==> config.mk <==
export PLATFORM = sky130hd
export DESIGN_NAME = ccs_cmd_status
export DESIGN_NICKNAME = d
export VERILOG_FILES = /design/src/ccs_pkg.sv /design/src/ccs_w1c_flag.sv /design/src/ccs_cmd_status.sv
export SDC_FILE = /design/constraint.sdc
export NUM_CORES = 1
export LEC_CHECK = 0
export BUFFER_PORTS_ARGS = -buffer_cell sky130_fd_sc_hd__buf_4
export CELL_PAD_IN_SITES_DETAIL_PLACEMENT = 0
export CELL_PAD_IN_SITES_GLOBAL_PLACEMENT = 1
export CORE_MARGIN = 4
export CORE_UTILIZATION = 27
export DETAILED_ROUTE_END_ITERATION = 7
export PLACE_DENSITY = 0.75
export SLEW_MARGIN = 20
export SYNTH_ARGS = -nofsm -noshare
export SYNTH_HDL_FRONTEND = slang
export SYNTH_SLANG_ARGS = --single-unit
==> constraint.sdc <==
create_clock -name clk -period 0.9 [get_ports clk]
set_input_delay 0.18 -clock clk [delete_from_list [all_inputs] [get_ports clk]]
set_output_delay 0.18 -clock clk [all_outputs]
set_load 0.02 [all_outputs]
==> src/ccs_pkg.sv <==
// constants for the command and status bits of the configuration header
package ccs_pkg;
    localparam int CCS_REG_W = 16;
    localparam logic [7:0] CCS_CMD_OFS = 8'h04;
    localparam logic [7:0] CCS_STS_OFS = 8'h06;
    // command bit positions
    localparam int CCS_CMD_PERR_RESP = 6;
    localparam int CCS_CMD_STEP = 7;
    localparam int CCS_CMD_SERR_EN = 8;
    localparam int CCS_CMD_FBB_EN = 9;
    localparam int CCS_CMD_INT_DIS = 10;
    // status bit positions
    localparam int CCS_STS_INT_PEND = 3;
    localparam int CCS_STS_CAP_LIST = 4;
    localparam int CCS_STS_SPEED = 5;
    localparam int CCS_STS_FBB_CAP = 7;
    localparam int CCS_STS_MDPE = 8;
    localparam int CCS_STS_SEL_LO = 9;
    localparam int CCS_STS_SEL_HI = 10;
    localparam int CCS_STS_SIG_TABT = 11;
    localparam int CCS_STS_SIG_SERR = 14;
    localparam logic CCS_RST_BIT = 1'h0;
    localparam logic CCS_CAP_PRESENT = 1'h1;
    localparam logic [15:0] CCS_ZERO16 = 16'h0000;
endpackage

==> src/ccs_w1c_flag.sv <==
// one write-one-to-clear status flag where a set beats a clear
`timescale 1ns/100ps
`default_nettype none
module ccs_w1c_flag
    import ccs_pkg::*;
(
    input wire logic clk,
    input wire logic reset_n,
    input wire logic set_i,
    input wire logic clr_i,
    output logic flag_o
);
    logic flag_nxt;
    // set wins so an event on the clearing cycle is kept
    assign flag_nxt = set_i | (flag_o & ~clr_i);
    always_ff @(posedge clk or negedge reset_n)
    begin
        if (!reset_n)
            flag_o <= CCS_RST_BIT;
        else
            flag_o <= flag_nxt;
    end
endmodule
`default_nettype wire

==> src/ccs_cmd_status.sv <==
// command bits 6..10 and status bits 3..11,14 of the configuration header
`timescale 1ns/100ps
`default_nettype none
module ccs_cmd_status
    import ccs_pkg::*;
#(
    parameter bit SERR_IMPL = 1'h1
)
(
    input wire logic clk,
    input wire logic reset_n,
    input wire logic [7:0] cfg_addr,
    input wire logic cfg_wr,
    input wire logic [15:0] cfg_wdata,
    input wire logic [1:0] cfg_be,
    input wire logic cfg_rd,
    output logic [15:0] cfg_rdata,
    input wire logic own_int_req,
    input wire logic fwd_int_req,
    input wire logic err_nonfatal_det,
    input wire logic err_fatal_det,
    input wire logic dev_nonfatal_en,
    input wire logic dev_fatal_en,
    input wire logic fwd_err_nonfatal,
    input wire logic fwd_err_fatal,
    input wire logic fwd_err_cor,
    input wire logic poisoned_cpl_rx,
    input wire logic poisoned_wr_tx,
    input wire logic cpl_abort_tx,
    output logic int_assert_o,
    output logic fwd_int_o,
    output logic send_nonfatal_o,
    output logic send_fatal_o,
    output logic send_cor_o,
    output logic serr_en_o,
    output logic perr_resp_o,
    output logic int_dis_o
);
    // ----------------------------------------
    // register access decode
    // ----------------------------------------
    wire cmd_sel = cfg_addr == CCS_CMD_OFS;
    wire sts_sel = cfg_addr == CCS_STS_OFS;
    wire cmd_wr_lo = cfg_wr & cmd_sel & cfg_be[0];
    wire cmd_wr_hi = cfg_wr & cmd_sel & cfg_be[1];
    // low status byte is all read-only, so only the high lane can clear
    wire sts_wr_hi = cfg_wr & sts_sel & cfg_be[1];

    // ----------------------------------------
    // command control bits
    // ----------------------------------------
    logic perr_resp_r;
    logic serr_en_r;
    logic int_dis_r;
    logic perr_resp_nxt;
    logic serr_en_nxt;
    logic int_dis_nxt;
    // bits 7 and 9 have no storage, so writes to them vanish
    assign perr_resp_nxt = cmd_wr_lo ? cfg_wdata[CCS_CMD_PERR_RESP] : perr_resp_r;
    // tied low when the function has no event collector
    assign serr_en_nxt = SERR_IMPL & (cmd_wr_hi ? cfg_wdata[CCS_CMD_SERR_EN] : serr_en_r);
    assign int_dis_nxt = cmd_wr_hi ? cfg_wdata[CCS_CMD_INT_DIS] : int_dis_r;
    always_ff @(posedge clk or negedge reset_n)
    begin
        if (!reset_n)
        begin
            perr_resp_r <= CCS_RST_BIT;
            serr_en_r <= CCS_RST_BIT;
            int_dis_r <= CCS_RST_BIT;
        end
        else
        begin
            perr_resp_r <= perr_resp_nxt;
            serr_en_r <= serr_en_nxt;
            int_dis_r <= int_dis_nxt;
        end
    end

    // ----------------------------------------
    // error reporting
    // ----------------------------------------
    wire own_nf = err_nonfatal_det & (serr_en_r | dev_nonfatal_en);
    wire own_f = err_fatal_det & (serr_en_r | dev_fatal_en);
    wire fw_nf = fwd_err_nonfatal & serr_en_r;
    wire fw_f = fwd_err_fatal & serr_en_r;
    wire nf_nxt = own_nf | fw_nf;
    wire f_nxt = own_f | fw_f;
    // flag only when this enable is the one that lets the message out
    wire sig_serr_set = serr_en_r & (nf_nxt | f_nxt);

    // ----------------------------------------
    // status flags
    // ----------------------------------------
    wire mdpe_set = perr_resp_r & (poisoned_cpl_rx | poisoned_wr_tx);
    wire mdpe_clr = sts_wr_hi & cfg_wdata[CCS_STS_MDPE];
    wire tabt_clr = sts_wr_hi & cfg_wdata[CCS_STS_SIG_TABT];
    wire serr_clr = sts_wr_hi & cfg_wdata[CCS_STS_SIG_SERR];
    logic mdpe_q;
    logic tabt_q;
    logic sserr_q;
    ccs_w1c_flag u_mdpe
    (
        .clk(clk),
        .reset_n(reset_n),
        .set_i(mdpe_set),
        .clr_i(mdpe_clr),
        .flag_o(mdpe_q)
    );
    ccs_w1c_flag u_tabt
    (
        .clk(clk),
        .reset_n(reset_n),
        .set_i(cpl_abort_tx),
        .clr_i(tabt_clr),
        .flag_o(tabt_q)
    );
    ccs_w1c_flag u_sserr
    (
        .clk(clk),
        .reset_n(reset_n),
        .set_i(sig_serr_set),
        .clr_i(serr_clr),
        .flag_o(sserr_q)
    );

    // ----------------------------------------
    // legacy interrupt
    // ----------------------------------------
    // pending follows own source only; forwarded ones never show here
    logic int_pend_r;
    always_ff @(posedge clk or negedge reset_n)
    begin
        if (!reset_n)
            int_pend_r <= CCS_RST_BIT;
        else
            int_pend_r <= own_int_req;
    end
    // disable drops an asserted interrupt on the next edge
    wire int_assert_nxt = own_int_req & ~int_dis_nxt;

    // ----------------------------------------
    // read data
    // ----------------------------------------
    logic [15:0] cmd_view;
    logic [15:0] sts_view;
    always_comb
    begin
        cmd_view = CCS_ZERO16;
        cmd_view[CCS_CMD_PERR_RESP] = perr_resp_r;
        cmd_view[CCS_CMD_SERR_EN] = serr_en_r;
        cmd_view[CCS_CMD_INT_DIS] = int_dis_r;
        sts_view = CCS_ZERO16;
        sts_view[CCS_STS_INT_PEND] = int_pend_r;
        sts_view[CCS_STS_CAP_LIST] = CCS_CAP_PRESENT;
        sts_view[CCS_STS_MDPE] = mdpe_q;
        sts_view[CCS_STS_SIG_TABT] = tabt_q;
        sts_view[CCS_STS_SIG_SERR] = sserr_q;
    end
    wire [15:0] rdata_nxt = !cfg_rd ? CCS_ZERO16 : cmd_sel ? cmd_view :
        sts_sel ? sts_view : CCS_ZERO16;

    // ----------------------------------------
    // output registers
    // ----------------------------------------
    always_ff @(posedge clk or negedge reset_n)
    begin
        if (!reset_n)
        begin
            cfg_rdata <= CCS_ZERO16;
            int_assert_o <= CCS_RST_BIT;
            fwd_int_o <= CCS_RST_BIT;
            send_nonfatal_o <= CCS_RST_BIT;
            send_fatal_o <= CCS_RST_BIT;
            send_cor_o <= CCS_RST_BIT;
            serr_en_o <= CCS_RST_BIT;
            perr_resp_o <= CCS_RST_BIT;
            int_dis_o <= CCS_RST_BIT;
        end
        else
        begin
            cfg_rdata <= rdata_nxt;
            int_assert_o <= int_assert_nxt;
            fwd_int_o <= fwd_int_req;
            send_nonfatal_o <= nf_nxt;
            send_fatal_o <= f_nxt;
            send_cor_o <= fwd_err_cor;
            serr_en_o <= serr_en_nxt;
            perr_resp_o <= perr_resp_nxt;
            int_dis_o <= int_dis_nxt;
        end
    end
endmodule
`default_nettype wire

# Yosys cells after proc, flatten, opt, wreduce, memory -nomap -nowiden

Index checks and enable logic that the tools add are counted.

Input port bits: 42
Output and inout bits: 24
Register bits after elaboration: 27

Mux-type cells: 4
Equal/unequal tests: 2
Bitwise gates (word level): 31

Operators with widths:

| cell                                                                   | count |
|---|---|
| 15-bit 2-to-1 mux                                                      | 3 |
| 1-bit bitwise AND                                                      | 18 |
| 8-bit by 3-bit equality test with 1-bit output (second input constant) | 2 |
| 1-bit bitwise OR                                                       | 9 |
| 1-bit NOT                                                              | 4 |
| 1-bit 2-to-1 mux                                                       | 1 |

# Longest topological paths before layout

Word-level depth: 7
Mapped depth: 3

# Cells and area by module

Synthesis repeated with hierarchy kept, for this count alone.

Cell total of the unflattened synthesis: 70
Area, all modules: 835.8 µm²

By module, submodules not included:

| module         | seq. area each (µm²) | times used | cells each | area an instance (µm²) |
|---|---|---|---|---|
| ccs_cmd_status | 400.4                | 1          | 61         | 726.9 |
| ccs_w1c_flag   | 25.0                 | 3          | 3          | 36.3 |

# Least setup slack after synthesis

No wires, ideal clock.

Path kind: input to register
Start: in cfg_addr[3]
End: reg int_dis_r
Stages: 3
Slack: -0.317 ns
Setup time: 0.125 ns
Arrival time: 1.092 ns
Data required time: 0.775 ns
Path buffers: 0
Cell sequence: nor4b_4 > nand4b_4 > mux2_4

Word-level cells in the longest chain between the ends: 4

Ends and longest elaborated chain:

| what                                           | line                 | source |
|---|---|---|
| start: declaration                             | ccs_cmd_status.sv:12 | `input wire logic [7:0] cfg_addr,` |
| 8-bit by 3-bit equality test with 1-bit output | ccs_cmd_status.sv:42 | `wire cmd_sel = cfg_addr == CCS_CMD_OFS;` |
| 1-bit bitwise AND (2 in series)                | ccs_cmd_status.sv:45 | `wire cmd_wr_hi = cfg_wr & cmd_sel & cfg_be[1];` |
| 1-bit 2-to-1 mux                               | ccs_cmd_status.sv:62 | `assign int_dis_nxt = cmd_wr_hi ? cfg_wdata[CCS_CMD_INT_DIS] : int_dis_r;` |
| net int_dis_nxt                                | ccs_cmd_status.sv:57 | `logic int_dis_nxt;` |
| end signal: assignment                         | ccs_cmd_status.sv:75 | `int_dis_r <= int_dis_nxt;` |
| end: declaration                               | ccs_cmd_status.sv:54 | `logic int_dis_r;` |

The timed path passes the listed nets, and every way through them passes these cells.
A chain may end at the register's enable or synchronous reset.

# Worst setup path in the final report

Start: reg serr_en_o
End: out serr_en_o

RTL lines:

| what                     | line                  | source |
|---|---|---|
| start: declaration       | ccs_cmd_status.sv:35  | `output logic serr_en_o,` |
| start signal: assignment | ccs_cmd_status.sv:187 | `serr_en_o <= serr_en_nxt;` |

No word-level cell between the ends.

==> results.py <==
metrics = {
    "routing": {
        "via_per_inst": 4.06,
        "wire_per_inst_microns": 12.3,
        "drt_iter0_markers": 16,
        "num_vias": 710,
        "postRouteAntennaNets": 0,
        "wl_microns": 2150,
        "dr.pass1.iters": 4,
        "remaining_drc_errors": 0,
    },
    "sta": {
        "fin_crit_ns": 1.04,
        "rsz0062_at_grt": "yes",
        "hold_viol": 0,
        "max_freq_mhz": 959,
        "slew_violations": 0,
        "skew_ns": 0.000860,
        "setup_tns_ns": -1.88,
        "fin_ws_ns": -0.143,
        "setup_viol": 23,
        "period_share_pct": 116,
    },
    "grt": {
        "grt_use_met3_pct": 5.62,
        "grt.total_usage_pct": 10.9,
        "grt_max_degree": 20,
        "use_met2_pct": 19.6,
        "grt_pass1_wl_microns": 3440,
        "antenna_found_initial": 0,
        "use_met1_pct": 11.7,
        "grt.overflow.total": 0,
        "grt.busiest_layer": "met2",
        "grt_pass1_vias": 776,
    },
    "clock_tree": {
        "numClockSinks": 19,
        "cts_made_buffers": 3,
        "root_buffer": "clkbuf_4",
        "insertion_delay_ns": 0.30,
        "cts_tree": "done",
        "clk_pin_slew_worst_paths_ns": 0.11,
        "cts_buffer_depth": 2,
        "htreeDepth": 1,
    },
    "worst_setup_path": {
        "cp.arrival_ns": 0.86,
        "crit_family": "flip-flops",
        "critPathLaunchType": "flip-flop",
        "r2r_setup_slack_ns": -0.04,
        "crit_type": "flip-flop to output port",
        "crit_required_ns": 0.72,
        "path_cells": "buf_6",
        "cp_max_fo": 2,
        "critPathMaxStageDelay_ns": 0.43,
        "critical_path_buf_inv_count": 1,
        "worstSetupEndpointType": "output port",
        "cp_slowest_cell": "dfrtp_2",
    },
    "synth": {
        "postSynthAreaPerCell_sq_um": 12.5,
        "async_reset_ff_share_pct": 100,
        "yosysMostFrequentCell": "dfrtp_1",
        "ys_seq_area_share_pct": 56.0,
        "ys.flop_type": "dfrtp_1",
        "netlist.area_leader.share_pct": 56.0,
        "syn_inst": 68,
        "synth_cell_type_count": 23,
        "synth_area_sq_um": 848,
        "ys_warn_count": 0,
        "yosysTopAreaCell": "dfrtp_1",
        "synth-edff-count": 0,
        "synthTopCellsByCount": "dfrtp_1, buf_4, nor2_1, inv_1, nand4_1",
        "synth-seq-cells": 19,
        "synthTopCellsByArea": "dfrtp_1, buf_4, nor4b_4, mux2_4, nor2_1",
    },
    "placement": {
        "globalplace.congestion": 0.761,
        "dpl.hpwl_microns": 1720,
        "place_ws_ns": -0.427,
        "port_buffers": 45,
        "placed_area_sq_mm": 0.00126,
    },
    "floorplan": {
        "die_area_sq_mm": 0.00410,
        "die_w_microns": 64.1,
        "initial_core_util_pct": 28.0,
        "ios": 66,
        "die_h_microns": 64.1,
        "core_sq_mm": 0.00303,
        "rows": 20,
    },
    "pwr": {
        "vdd_drop_max_uv": 644,
        "p_leak_nw": 0.774,
        "power.density_mw_per_mm2": 1180,
    },
    "layout": {
        "num-nets-final": 174,
        "multi_input_area_sq_um": 352,
        "drive_above_1_share_pct": 57.3,
        "largest_register": "cfg_rdata",
        "fill_cells": 292,
        "ff_latch_area_sq_um": 477,
        "area_growth_pct": 72.7,
        "diodes": 0,
        "largest_reg_flops": 7,
        "finalInstanceArea_sq_mm": 0.00147,
    },
    "outcome": {
        "status": "complete, but fails checks",
        "violations": "setup timing",
    },
    "worst_hold_path": {
        "worst_hold_path_type": "primary input to flip-flop",
    },
    "run": {
        "drv_cap": 0,
    },
}
==> where the power goes <==
group          leakage (nW)  internal (W)  switching [W]
logic                 0.513      0.000207       0.000156
registers             0.244      0.000903      0.0000274
clock network        0.0177      0.000166       0.000269
total                 0.774       0.00128       0.000453
==> what timing repair did <==
action	in CTS	in global routing
pin swaps	1	5
endpoints found under the hold margin	22	0
gates resized for setup	26	5
hold buffers	4	0
setup endpoints to repair	26	29
setup buffers	3	1
==> worst register-to-register path, cell delays in order (launching register included) <==
cell	delay (ns)
dfrtp_2	0.43
buf_4	0.16
mux2_4	0.25
==> cell usage in the layout, fill, tap and decap left out, drive strengths merged, types with 3 or more instances in the layout <==
cell type | netlist | routed
nor2 | 8 | 8
dfrtp | 19 | 19
inv | 4 | 4
conb | 1 | 9
buf | 9 | 56
mux2 | 3 | 3
clkbuf | 0 | 3
nand4 | 3 | 3
nor4b | 3 | 3
dlygate4sd3 | 0 | 4
==> metal layers <==
metal / routed length, microns / vias up / share of wire [%]
met4: 0 / 0 / 0
met3: 252 / 0 / 12
li1: - / 342 / -
met5: 0 / - / 0
met1: 808 / 330 / 38
met2: 1090 / 38 / 51
==> cells by family after synthesis <==
group | after synthesis | share of synthesized area, %
AOI/OAI and AO/OA | 6 | 4.87
buffers and inverters | 13 | 9.73
DFF | 19 | 56.0
muxes | 5 | 7.23
other | 1 | 0.442
and+or+nand+nor | 24 | 21.7
==> worst paths after layout <==
| path | start | cells past startpoint | endpoint |
|---|---|---|---|
| max | serr_en_o$_DFFE_PN0P_ | 1 | serr_en_o |
| min | cpl_abort_tx | 2 | u_tabt.flag_o$_DFF_PN0_ |
| max reg2reg | serr_en_o$_DFFE_PN0P_ | 2 | serr_en_o$_DFFE_PN0P_ |
| min reg2reg | int_pend_r$_DFF_PN0_ | 2 | cfg_rdata[3]$_DFF_PN0_ |
| max in group asynchronous | reset_n | 2 | serr_en_o$_DFFE_PN0P_ |
| min in group asynchronous | reset_n | 2 | send_nonfatal_o$_DFF_PN0_ |
==> area by class of cell <==
class                      instances  area share, %
clock buffer                       3           1.54
clock inverter                     1          0.342
inverter                           4           1.02
sequential                        19           32.5
tap                               44           3.76
multi-input combinational         44           24.0
timing repair buffer              60           36.8
==> stage by stage <==
stage                     power (W)  hold slack [ns]  util [%]  std cells
final                       0.00173           0.0638      48.4        175
after floorplan             0.00110           -0.116         -         76
after global routing        0.00185           0.0318      48.4        175
after detailed placement    0.00126           0.0706      41.5        163
after global placement      0.00126           0.0643      41.5        163
after CTS                   0.00175           0.0499      47.5        174
(Power assumes the default switching activity.)
